### src/design/dfo_pkg.sv
// Shared constants and carrier types for the drive fault and frequency detect outputs
package dfo_pkg;

  // ----------------------------------------
  // Register map (byte addresses)
  // ----------------------------------------
  localparam int          ADDR_W        = 8;
  localparam logic [7:0]  A_USER_GRP    = 8'h00;
  localparam logic [7:0]  A_BAND        = 8'h04;
  localparam logic [7:0]  A_FDET_LVL    = 8'h08;
  localparam logic [7:0]  A_FDET_REV    = 8'h0c;
  localparam logic [7:0]  A_FDET2_LVL   = 8'h10;
  localparam logic [7:0]  A_HYST        = 8'h14;
  localparam logic [7:0]  A_STATUS      = 8'h18;
  localparam logic [7:0]  A_IRQ_STAT    = 8'h1c;
  localparam logic [7:0]  A_IRQ_CLR     = 8'h20;
  localparam logic [7:0]  A_IRQ_EN      = 8'h24;
  localparam logic [7:0]  A_TERM_BASE   = 8'h40;

  // ----------------------------------------
  // Settings: frequencies in 0.1 Hz steps
  // ----------------------------------------
  localparam logic [15:0] BAND_RST      = 16'h000a;
  localparam logic [15:0] BAND_MAX      = 16'h0064;
  localparam logic [15:0] FDET_RST      = 16'h003c;
  localparam logic [15:0] FDET2_RST     = 16'h012c;
  localparam logic [15:0] FREQ_MAX      = 16'h0fa0;
  localparam logic [15:0] REV_SAME      = 16'h270f;
  localparam logic [15:0] HYST_RST      = 16'h0000;
  localparam logic [15:0] HYST_MAX      = 16'h0032;
  localparam logic [16:0] PCT_DIV       = 17'h00064;

  // ----------------------------------------
  // Terminal function codes
  // ----------------------------------------
  localparam logic [9:0]  FC_AT_SPEED   = 10'h001;
  localparam logic [9:0]  FC_FDET       = 10'h004;
  localparam logic [9:0]  FC_FDET2      = 10'h005;
  localparam logic [9:0]  FC_SHUTOFF    = 10'h05b;
  localparam logic [9:0]  FC_HOLD       = 10'h05e;
  localparam logic [9:0]  FC_FAULT      = 10'h063;
  localparam logic [9:0]  FC_INV_OFS    = 10'h064;
  localparam logic [9:0]  FC_INV_END    = 10'h0c8;
  localparam logic [9:0]  FC_NONE       = 10'h3e7;

  // ----------------------------------------
  // Event bits and timing
  // ----------------------------------------
  localparam int          N_EV          = 5;
  localparam int          EV_TRIP       = 0;
  localparam int          EV_SHUTOFF    = 1;
  localparam int          EV_AT_SPEED   = 2;
  localparam int          EV_FDET       = 3;
  localparam int          EV_FDET2      = 4;
  localparam int          N_INT_FAULT   = 11;
  localparam int          CLK_HZ        = 10_000_000;
  localparam int          CTRL_NS       = 1000;
  localparam int          CTRL_CYC      = (CTRL_NS * (CLK_HZ / 1_000_000)) / 1000;

  typedef struct packed {
    logic [15:0] band;
    logic [15:0] fdet_lvl;
    logic [15:0] fdet_rev;
    logic [15:0] fdet2_lvl;
    logic [15:0] hyst;
  } dfo_cfg_t;

  typedef struct packed {
    logic fault;
    logic hold;
    logic shutoff;
    logic at_speed;
    logic fdet;
    logic fdet2;
  } dfo_flags_t;

endpackage

### src/design/dfo_status_out.sv
// Fault indication, contactor shutoff and frequency detection outputs with terminal routing
//
// Our own choices: the plain strobed port and the address map.
`timescale 1ns/1ps

// Functional notes
// - Internal or wiring fault raises contactor shutoff
// - Shutoff routed by code 91 or 191
// - Exactly eleven listed faults raise shutoff
// - Any trip raises fault and held fault
// - Held fault stays through reset period
// - Held fault routed by code 94 or 194
// - Relay contact one carries fault by default
// - At-speed within percentage band of set frequency
// - Frequency detect at or above level
// - Reverse level used unless it reads 9999
// - Second detect at or above second level
// - Hysteresis applied to all three detections
// - Compared frequency depends on control method
// - Detect settings writable only when group zero
// - Codes below 100 conduct, 100-199 invert
// - Fault output drops when fault reset
// - Power removal drops held fault at once
module dfo_status_out
  import dfo_pkg::*;
#(
  parameter int N_TERM   = 7,
  parameter int CTRL_DIV = CTRL_CYC
)(
  input  wire logic                   clk_sys,
  input  wire logic                   rst_n,
  input  wire logic [ADDR_W-1:0]      reg_addr,
  input  wire logic [31:0]            reg_wdata,
  input  wire logic                   reg_wr,
  input  wire logic                   reg_rd,
  output logic      [31:0]            reg_rdata,
  input  wire logic [15:0]            out_freq,
  input  wire logic [15:0]            out_freq_pre_slip,
  input  wire logic [15:0]            set_freq,
  input  wire logic                   dir_reverse,
  input  wire logic                   flux_vector_mode,
  input  wire logic [N_INT_FAULT-1:0] int_fault,
  input  wire logic                   other_trip,
  input  wire logic                   drive_reset_active,
  input  wire logic                   power_loss,
  output logic                        fault_out,
  output logic                        fault_out_hold,
  output logic                        input_contactor_shutoff,
  output logic                        at_speed,
  output logic                        freq_detect,
  output logic                        freq_detect_second,
  output logic                        relay_contact_one,
  output logic      [N_TERM-1:0]      term_conduct,
  output logic                        irq
);

  // ----------------------------------------
  // Registers
  // ----------------------------------------
  dfo_cfg_t          cfg_q;
  dfo_flags_t        flg;
  logic [7:0]        user_grp_q;
  logic [9:0]        term_fc_q [N_TERM];
  logic [N_EV-1:0]   irq_sts_q;
  logic [N_EV-1:0]   irq_en_q;
  logic [N_EV-1:0]   ev;
  logic [31:0]       rdata_q;
  logic              irq_q, fault_q, hold_q, rst_seen_q, shut_q;
  logic              su_q, fu_q, fu2_q;
  logic [15:0]       div_q;
  logic              tick, trip, wr_ok;
  logic [15:0]       wd16;
  logic [N_TERM-1:0] term_q;

  assign wd16  = reg_wdata[15:0];
  assign tick  = (div_q == 16'(CTRL_DIV - 1));
  assign wr_ok = reg_wr && (user_grp_q == 8'h00);

  // ----------------------------------------
  // Control update divider
  // ----------------------------------------
  always_ff @(posedge clk_sys)
  begin
    if (!rst_n || tick)
      div_q <= 16'h0000;
    else
      div_q <= div_q + 16'h0001;
  end

  // ----------------------------------------
  // Register writes
  // ----------------------------------------
  always_ff @(posedge clk_sys)
  begin
    if (!rst_n)
    begin
      user_grp_q      <= 8'h00;
      cfg_q.band      <= BAND_RST;
      cfg_q.fdet_lvl  <= FDET_RST;
      cfg_q.fdet_rev  <= REV_SAME;
      cfg_q.fdet2_lvl <= FDET2_RST;
      cfg_q.hyst      <= HYST_RST;
      irq_en_q        <= '0;
    end
    else
    begin
      if (reg_wr && reg_addr == A_USER_GRP)
        user_grp_q <= reg_wdata[7:0];
      if (reg_wr && reg_addr == A_IRQ_EN)
        irq_en_q <= reg_wdata[N_EV-1:0];
      // Out-of-range values are ignored
      if (wr_ok && reg_addr == A_BAND && wd16 <= BAND_MAX)
        cfg_q.band <= wd16;
      if (wr_ok && reg_addr == A_FDET_LVL && wd16 <= FREQ_MAX)
        cfg_q.fdet_lvl <= wd16;
      if (wr_ok && reg_addr == A_FDET_REV && (wd16 <= FREQ_MAX || wd16 == REV_SAME))
        cfg_q.fdet_rev <= wd16;
      if (wr_ok && reg_addr == A_FDET2_LVL && wd16 <= FREQ_MAX)
        cfg_q.fdet2_lvl <= wd16;
      if (wr_ok && reg_addr == A_HYST && wd16 <= HYST_MAX)
        cfg_q.hyst <= wd16;
    end
  end

  // Terminal function codes; terminal 0 is relay contact one
  for (genvar i = 0; i < N_TERM; i++)
  begin : g_fc
    always_ff @(posedge clk_sys)
    begin
      if (!rst_n)
        term_fc_q[i] <= (i == 0) ? FC_FAULT : FC_NONE;
      else if (reg_wr && reg_addr == A_TERM_BASE + 8'(4 * i))
        term_fc_q[i] <= reg_wdata[9:0];
    end
  end

  // ----------------------------------------
  // Fault outputs
  // ----------------------------------------
  // eleven listed fault sources plus other_trip
  assign trip = (|int_fault) || other_trip;

  always_ff @(posedge clk_sys)
  begin
    if (!rst_n)
    begin
      fault_q    <= 1'b0;
      hold_q     <= 1'b0;
      rst_seen_q <= 1'b0;
      shut_q     <= 1'b0;
    end
    else
    begin
      fault_q <= trip || (fault_q && !drive_reset_active && !power_loss);
      shut_q  <= (|int_fault) || (shut_q && !drive_reset_active && !power_loss);
      rst_seen_q <= hold_q && !trip && drive_reset_active;
      hold_q <= trip || (hold_q && !power_loss && !(rst_seen_q && !drive_reset_active));
    end
  end

  // ----------------------------------------
  // Frequency detection
  // ----------------------------------------
  logic [15:0] fcmp, lvl1, lo1, lo2;
  logic [16:0] diff, band_w;
  logic [31:0] band_p;

  assign fcmp   = flux_vector_mode ? out_freq_pre_slip : out_freq;
  assign lvl1   = (dir_reverse && cfg_q.fdet_rev != REV_SAME) ? cfg_q.fdet_rev
                                                              : cfg_q.fdet_lvl;
  assign diff   = (fcmp >= set_freq) ? 17'(fcmp - set_freq) : 17'(set_freq - fcmp);
  assign band_p = (32'(set_freq) * 32'(cfg_q.band)) / 32'(PCT_DIV);
  assign band_w = band_p[16:0];
  assign lo1    = (lvl1 > cfg_q.hyst) ? lvl1 - cfg_q.hyst : 16'h0000;
  assign lo2    = (cfg_q.fdet2_lvl > cfg_q.hyst) ? cfg_q.fdet2_lvl - cfg_q.hyst : 16'h0000;

  always_ff @(posedge clk_sys)
  begin
    if (!rst_n)
    begin
      su_q  <= 1'b0;
      fu_q  <= 1'b0;
      fu2_q <= 1'b0;
    end
    else if (tick)
    begin
      su_q  <= su_q ? (diff <= band_w + 17'(cfg_q.hyst)) : (diff <= band_w);
      fu_q  <= fu_q ? (fcmp >= lo1) : (fcmp >= lvl1);
      fu2_q <= fu2_q ? (fcmp >= lo2) : (fcmp >= cfg_q.fdet2_lvl);
    end
  end

  // ----------------------------------------
  // Terminal routing
  // ----------------------------------------
  assign flg = '{fault: fault_q, hold: hold_q, shutoff: shut_q,
                 at_speed: su_q, fdet: fu_q, fdet2: fu2_q};

  function automatic logic fc_active(input logic [9:0] c, input dfo_flags_t f);
    case (c)
      FC_AT_SPEED: return f.at_speed;
      FC_FDET:     return f.fdet;
      FC_FDET2:    return f.fdet2;
      FC_SHUTOFF:  return f.shutoff;
      FC_HOLD:     return f.hold;
      FC_FAULT:    return f.fault;
      default:     return 1'b0;
    endcase
  endfunction

  for (genvar i = 0; i < N_TERM; i++)
  begin : g_term
    always_ff @(posedge clk_sys)
    begin
      if (!rst_n || term_fc_q[i] >= FC_INV_END)
        term_q[i] <= 1'b0;
      else if (term_fc_q[i] < FC_INV_OFS)
        term_q[i] <= fc_active(term_fc_q[i], flg);
      else
        term_q[i] <= !fc_active(term_fc_q[i] - FC_INV_OFS, flg);
    end
  end

  // ----------------------------------------
  // Interrupts and read data
  // ----------------------------------------
  assign ev[EV_TRIP]     = trip && !fault_q;
  assign ev[EV_SHUTOFF]  = (|int_fault) && !shut_q;
  // Rises are seen from the next value, since each output is its own flop
  assign ev[EV_AT_SPEED] = tick && !su_q && (diff <= band_w);
  assign ev[EV_FDET]     = tick && !fu_q && (fcmp >= lvl1);
  assign ev[EV_FDET2]    = tick && !fu2_q && (fcmp >= cfg_q.fdet2_lvl);

  always_ff @(posedge clk_sys)
  begin
    if (!rst_n)
    begin
      irq_sts_q <= '0;
      irq_q     <= 1'b0;
    end
    else
    begin
      // A new event wins over a same-cycle clear
      if (reg_wr && reg_addr == A_IRQ_CLR)
        irq_sts_q <= (irq_sts_q & ~reg_wdata[N_EV-1:0]) | ev;
      else
        irq_sts_q <= irq_sts_q | ev;
      irq_q <= |(irq_sts_q & irq_en_q);
    end
  end

  always_ff @(posedge clk_sys)
  begin
    rdata_q <= 32'h0000_0000;
    if (rst_n && reg_rd)
    begin
      case (reg_addr)
        A_USER_GRP:  rdata_q <= {24'h000000, user_grp_q};
        A_BAND:      rdata_q <= {16'h0000, cfg_q.band};
        A_FDET_LVL:  rdata_q <= {16'h0000, cfg_q.fdet_lvl};
        A_FDET_REV:  rdata_q <= {16'h0000, cfg_q.fdet_rev};
        A_FDET2_LVL: rdata_q <= {16'h0000, cfg_q.fdet2_lvl};
        A_HYST:      rdata_q <= {16'h0000, cfg_q.hyst};
        A_STATUS:    rdata_q <= {26'h0000000, flg};
        A_IRQ_STAT:  rdata_q <= {27'h0000000, irq_sts_q};
        A_IRQ_EN:    rdata_q <= {27'h0000000, irq_en_q};
        default:
          for (int i = 0; i < N_TERM; i++)
            if (reg_addr == A_TERM_BASE + 8'(4 * i))
              rdata_q <= {22'h000000, term_fc_q[i]};
      endcase
    end
  end

  assign reg_rdata               = rdata_q;
  assign fault_out               = fault_q;
  assign fault_out_hold          = hold_q;
  assign input_contactor_shutoff = shut_q;
  assign at_speed                = su_q;
  assign freq_detect             = fu_q;
  assign freq_detect_second      = fu2_q;
  assign term_conduct            = term_q;
  assign relay_contact_one       = term_q[0];
  assign irq                     = irq_q;

  // ----------------------------------------
  // Assertions
  // ----------------------------------------
  AST_SHUTOFF_SET: assert property (@(posedge clk_sys) disable iff (!rst_n)
    (|int_fault) |=> input_contactor_shutoff && fault_out)
    else $error("shutoff not raised by internal fault");
  AST_TRIP_BOTH: assert property (@(posedge clk_sys) disable iff (!rst_n)
    trip |=> fault_out && fault_out_hold)
    else $error("trip did not raise both fault outputs");
  AST_HOLD_RESET: assert property (@(posedge clk_sys) disable iff (!rst_n)
    fault_out_hold && drive_reset_active && !power_loss |=> fault_out_hold)
    else $error("held fault dropped during reset");
  AST_FAULT_CLR: assert property (@(posedge clk_sys) disable iff (!rst_n)
    drive_reset_active && !trip |=> !fault_out)
    else $error("fault output not cleared by reset");
  AST_PWR_DROP: assert property (@(posedge clk_sys) disable iff (!rst_n)
    power_loss && !trip |=> !fault_out_hold)
    else $error("held fault kept on power loss");
  AST_FDET_ON: assert property (@(posedge clk_sys) disable iff (!rst_n)
    tick && fcmp >= lvl1 |=> freq_detect)
    else $error("frequency detect missed");
  AST_FDET2_ON: assert property (@(posedge clk_sys) disable iff (!rst_n)
    tick && fcmp >= cfg_q.fdet2_lvl |=> freq_detect_second)
    else $error("second detect missed");
  AST_FDET_OFF: assert property (@(posedge clk_sys) disable iff (!rst_n)
    tick && fcmp < lo1 |=> !freq_detect)
    else $error("frequency detect not released");
  AST_LOCK: assert property (@(posedge clk_sys) disable iff (!rst_n)
    reg_wr && user_grp_q != 8'h00 && reg_addr == A_FDET_LVL |=> $stable(cfg_q.fdet_lvl))
    else $error("locked setting changed");
  AST_INV_TERM: assert property (@(posedge clk_sys) disable iff (!rst_n)
    term_fc_q[0] == FC_FAULT + FC_INV_OFS && $stable(term_fc_q[0]) ##1
    $stable(fault_out) |-> relay_contact_one == !fault_out)
    else $error("inverted terminal wrong");

endmodule

### config.mk
export PLATFORM = sky130hd
export DESIGN_NAME = dfo_status_out
export DESIGN_NICKNAME = d
export VERILOG_FILES = /design/src/design/dfo_pkg.sv /design/src/design/dfo_status_out.sv
export SDC_FILE = /design/constraint.sdc
export NUM_CORES = 2
export LEC_CHECK = 0
export BUFFER_PORTS_ARGS = -buffer_cell sky130_fd_sc_hd__buf_2
export CAP_MARGIN = 40
export CORE_ASPECT_RATIO = 1.1
export CORE_MARGIN = 2
export CORE_UTILIZATION = 55
export CTS_BUF_LIST = sky130_fd_sc_hd__clkbuf_4 sky130_fd_sc_hd__clkbuf_8 sky130_fd_sc_hd__clkbuf_16
export DETAILED_ROUTE_END_ITERATION = 6
export PLACE_DENSITY = 0.73
export SLEW_MARGIN = 20
export SYNTH_ARGS = -nofsm -noshare
export SYNTH_HDL_FRONTEND = slang
export SYNTH_SLANG_ARGS = --single-unit
export TNS_END_PERCENT = 100
### constraint.sdc
create_clock -name clk_sys -period 29.4 [get_ports clk_sys]
set_clock_uncertainty 0.2 [all_clocks]
set_input_delay 4.41 -clock clk_sys [delete_from_list [all_inputs] [get_ports clk_sys]]
set_output_delay 4.41 -clock clk_sys [all_outputs]
set_load 0.05 [all_outputs]
# Yosys cells after proc, flatten, opt, wreduce, memory -nomap -nowiden

Memory sizes are Yosys's and may differ from the RTL's.
Cells that the tools add are included.

Input bits: 108
Bits in registers: 161
RAM bits: 70
Memories: 1
Word-level logic and storage cells: 337
Output and inout bits: 47

Memory list:

| memory    | depth | bits a word | read ports | clocked after Yosys merged registers in | write ports | RTL line             | source |
|---|---|---|---|---|---|---|---|
| term_fc_q | 7     | 10          | 7          | 0                                       | 7           | dfo_status_out.sv:63 | `logic [9:0] term_fc_q [N_TERM];` |

Div/mod/pow operators: 1
$mul: 1
Magnitude comparators: 26
Bitwise gates (word level): 12
Reduce and logical (&&, ||, !) cells: 74
Eq/ne operators: 103
Mux-type cells: 81
Add/subtract/negate cells: 13

Operator list:

| operator                                              | number |
|---|---|
| equality test 10 x 7 -> 1 bit (second input constant) | 42 |
| one-hot mux 32 bit (9 select lines)                   | 1 |
| equality test 10 x 3 -> 1 bit (second input constant) | 28 |
| 2-to-1 mux 32 bit                                     | 6 |
| equality test 10 x 1 -> 1 bit (second input constant) | 14 |
| one-hot mux 1 bit (6 select lines)                    | 14 |
| >= comparator 16 bit                                  | 5 |
| 2-to-1 mux 10 bit                                     | 8 |
| >= comparator 10 x 8 -> 1 bit (second input constant) | 7 |
| < comparator 10 x 7 -> 1 bit (second input constant)  | 7 |
| subtractor 10 x 7 -> 10 bit (second input constant)   | 7 |
| 2-to-1 mux 16 bit                                     | 4 |
| equality test 8 x 7 -> 1 bit (second input constant)  | 7 |
| 2-to-1 mux 1 bit                                      | 46 |
| logical AND 1 bit                                     | 40 |
| less-or-equal comparator 17 bit                       | 2 |
| subtractor 16 x 16 -> 17 bit                          | 2 |
| divider 32 x 7 -> 32 bit (second input constant)      | 1 |
| equality test 8 x 5 -> 1 bit (second input constant)  | 4 |
| > comparator 16 bit                                   | 2 |
| multiplier 16 x 16 -> 32 bit                          | 1 |
| subtractor 16 bit                                     | 2 |
| adder 17 x 16 -> 17 bit                               | 1 |
| zero test 1 bit                                       | 17 |
| other kinds (20)                                      | 43 |

# Logic depth before layout (Yosys ltp)

Word-level depth: 9
Gate-level depth with buffers: 117
Mapped depth without buffers: 106

# Least setup slack after synthesis

Ideal clock, no wire load.

Path type: input port to flip-flop
From: input set_freq[13]
To: register su_q (netlist: at_speed)
Slack: 1.933 ns
Cell stages on the path: 108
Library setup time: 0.065 ns
Arrival time: 27.201 ns
Data required time: 29.135 ns
Cell sequence: clkbuf_1 > clkbuf_1 > nand2_1 > fa_1 > fa_1 > inv_1 > fa_1 > fa_1 > fa_1 > inv_1 > fa_1 > inv_1 > ha_1 > buf_2 > a21o_1 > a31oi_1 > inv_1 > o31ai_1 > [72 not listed] > o21bai_1 > a21oi_1 > o21bai_1 > a21oi_1 > o21bai_1 > a21oi_1 > o21bai_1 > a21oi_1 > o21bai_1 > a21oi_1 > xnor2_1 > ha_1 > nand4_1 > nor4_1 > a41oi_1 > nand2_1 > a21oi_1 > nor2b_1

Longest elaborated chain between the ends: 5

RTL lines:

| what                            | RTL line              | source |
|---|---|---|
| start, declared                 | dfo_status_out.sv:39  | `input wire logic [15:0] set_freq,` |
| multiplier 16 x 16 -> 32 bit    | dfo_status_out.sv:172 | `assign band_p = (32'(set_freq) * 32'(cfg_q.band)) / 32'(PCT_DIV);` |
| divider 32 x 7 -> 32 bit        | dfo_status_out.sv:172 |  |
| adder 17 x 16 -> 17 bit         | dfo_status_out.sv:187 | `su_q <= su_q ? (diff <= band_w + 17'(cfg_q.hyst)) : (diff <= band_w);` |
| less-or-equal comparator 17 bit | dfo_status_out.sv:187 |  |
| 2-to-1 mux 1 bit (*)            | dfo_status_out.sv:187 |  |
| end signal, assigned            | dfo_status_out.sv:187 |  |
| end, declared                   | dfo_status_out.sv:69  | `logic su_q, fu_q, fu2_q;` |

Mark *: on every way between the ends. The rest lies on a longest branch, timed or not.
A chain may end at the register's enable or synchronous reset.

# Worst setup path in the final report

From: input set_freq[8]
To: register su_q (netlist: at_speed)

Same word-level chain as after synthesis.

==> impl_metrics.json <==
{
  "reg2reg_setup_slack_ns": 4.56,
  "finalSetupViolCount": 0,
  "drtIter0Drc": 2996,
  "die_area_mm2": 0.0599,
  "worstHoldStart": "cfg_q[72]",
  "yosysSeqAreaShare_pct": 15.7,
  "endpoint_kind": "register",
  "routedWlPerCell_um": 19.4,
  "clkTransAtPathRegs_ns": 0.06,
  "fmaxAchievable_ghz": 0.0355,
  "portBuffers": 122,
  "start_kind": "input pin",
  "crit_top_cell": "buf_4",
  "maxSlewHeadroom_pct": 36.1,
  "synth-async-reset-ratio_pct": 0,
  "vias": 30839,
  "dp_hpwl_um": 75300,
  "r2r-start": "cfg_q[78]",
  "grt_overflow_total": 0,
  "cts_max_path_buffers": 3,
  "htree_levels": 1,
  "grt_pass1_vias": 29071,
  "synth_seq_cells": 215,
  "slowest_delay_ns": 0.57,
  "critical_path_class": "in2reg",
  "dp_slack_ns": 0.0591,
  "hold_viol": 0,
  "synth_cell_types": 137,
  "crit_required_ns": 29.60,
  "grt_first_pass_wirelength_um": 154000,
  "holdPathEnd": "cfg_q[72]",
  "final_area_mm2": 0.0366,
  "synthMostInstantiatedCell": "nand2_1",
  "holdCritPathClass": "reg2reg",
  "fp-row-count": 92,
  "crit_path_top_delay_cell": "fa_1",
  "avgSynthCellArea_um2": 8.10,
  "cap_violations": 0,
  "dieHeight_um": 257,
  "die_x_um": 234,
  "final_antenna_net_count": 0,
  "rr_worst_depth": 115,
  "holdPathStages": 1,
  "dpl_cell_area_mm2": 0.0351,
  "tightest_slew_ns": 0.952,
  "synth_top_area_share_pct": 12.5,
  "antenna_found_initial": 1,
  "netlist_instances": 3936,
  "globalplace.congestion": 0.976,
  "synth_top_cells_by_count": "nand2_1 (386), inv_1 (373), ha_1 (284)",
  "cts_inserted_buffers": 22,
  "grt_usage_pct": 31.5,
  "clkSinkCount": 215,
  "core_mm2": 0.0573,
  "min_period_ns": 28.17,
  "slew_violations": 0,
  "cts_root_buffer": "clkbuf_16",
  "nets": 4835,
  "min_period_over_period_pct": 95.8,
  "layout_setup_ws_ns": 1.23,
  "grt_start_max_net_pins": 71,
  "synth_top_area_cell": "fa_1",
  "syn_area_mm2": 0.0319,
  "dr.pass1.iters": 7,
  "yosysWarnings": 0,
  "drive_above_1_share_pct": 18.4,
  "cts_tree": "built",
  "violations": "DRC",
  "io_pins": 155,
  "clkLatencyLatePin_ns": 0.51,
  "path_max_fanout": 18,
  "outcome": "complete, but fails checks",
  "initial_core_util_pct": 55.6,
  "drc": 2,
  "synth_area_leaders": "fa_1 (12%), ha_1 (11%), dfxtp_1 (9.1%), edfxtp_1 (6.6%), nand2_1 (4.5%)",
  "syn_to_final_growth_pct": 14.8,
  "finish.utilization_pct": 63.8,
  "reg2reg_to": "at_speed",
  "routed_wl_um": 97400,
  "synth_edf_count": 70,
  "crit_arrival_ns": 28.37,
  "viasPerCell": 6.15,
  "synthFlopType": "dfxtp_1"
}
-- per-stage QoR --
stage	hold slack (ns)	setup TNS, ns	cells
after floorplan	0.243	0	3951
after global placement	0.267	0	4942
after detailed placement	0.270	0	4947
after CTS	0.285	0	4984
after global routing	0.298	-0.202	5009
final	0.284	0	5011
-- registers in the layout, summed over array words and instances (netlist names), 5 cells and up --
name          cells
user_grp_q        8
irq_sts_q         5
term_fc_q        70
reg_rdata        16
term_conduct      6
cfg_q            80
irq_en_q          5
div_q            16
-- final cells by class --
| class | instances | area, µm² |
|---|---|---|
| clock buffers | 30 | 641 |
| well taps | 752 | 941 |
| fillers | 4988 | 20700 |
| repair buffers | 474 | 3320 |
| flip-flops and latches | 215 | 5000 |
| inverters | 379 | 1420 |
| multi-input cells | 3152 | 25200 |
| clock inverters | 7 | 61.3 |
| diodes | 2 | 5.00 |
-- worst max path at each step --
| stage | from | end | slack, ns |
|---|---|---|---|
| finish | set_freq[8] | at_speed | 1.23 |
| detailed placement | set_freq[7] | at_speed | 0.06 |
| global placement | set_freq[7] | at_speed | 0.17 |
| global route | set_freq[11] | at_speed | -0.20 |
| CTS | set_freq[7] | at_speed | 0.49 |
| floorplan | set_freq[13] | at_speed | 1.93 |
-- cells by family after synthesis --
group,Yosys count,share of synthesized area [%]
other,1,0.0118
buffers and inverters,584,7.29
XOR/XNOR,149,4.33
adder cells (fa/ha/maj),490,23.9
multiplexers,121,3.96
AO/OA/AOI/OAI,1027,23.0
flip-flops,215,15.7
AND/OR/NAND/NOR,1349,21.9
-- worst max-delay path, delay by kind of cell --
family / cells / cell delay (ns)
AOI/OAI and AO/OA: 55 / 11.01
and+or+nand+nor: 26 / 5.05
adders and majority gates: 10 / 4.13
buffers and inverters: 21 / 3.14
xor gates and xnor gates: 4 / 0.60
-- cell usage in the layout (no fill, tap or decap), types with 89 or more instances in the layout --
cell,synthesis,routed
nand2_1,386,383
inv_1,373,373
buf_4,22,344
ha_1,284,276
a21oi_1,231,219
fa_1,199,199
nor2_1,195,191
and2_1,154,151
dfxtp_1,145,145
o21ai_0,132,126
buf_2,27,117
nand3_1,97,95
mux2i_1,98,92
nor2b_1,89,89
-- per-layer routing --
layer	track usage [%]	up-vias	part of all wire [%]
met3	3.65	226	7.6
met5	0	-	0.011
met2	51.9	1313	47
met4	9.46	2	3.6
met1	43.2	14718	42
li1	-	14580	-
-- timing repair --
item,CTS,global route
endpoints found under the setup margin,0,2
resized for setup,0,139
hold buffers,0,0
setup buffers,0,18
Power is left out: the tool's default activity adds up to more than one toggle a clock period on the data nets, which glitch-free logic cannot reach.
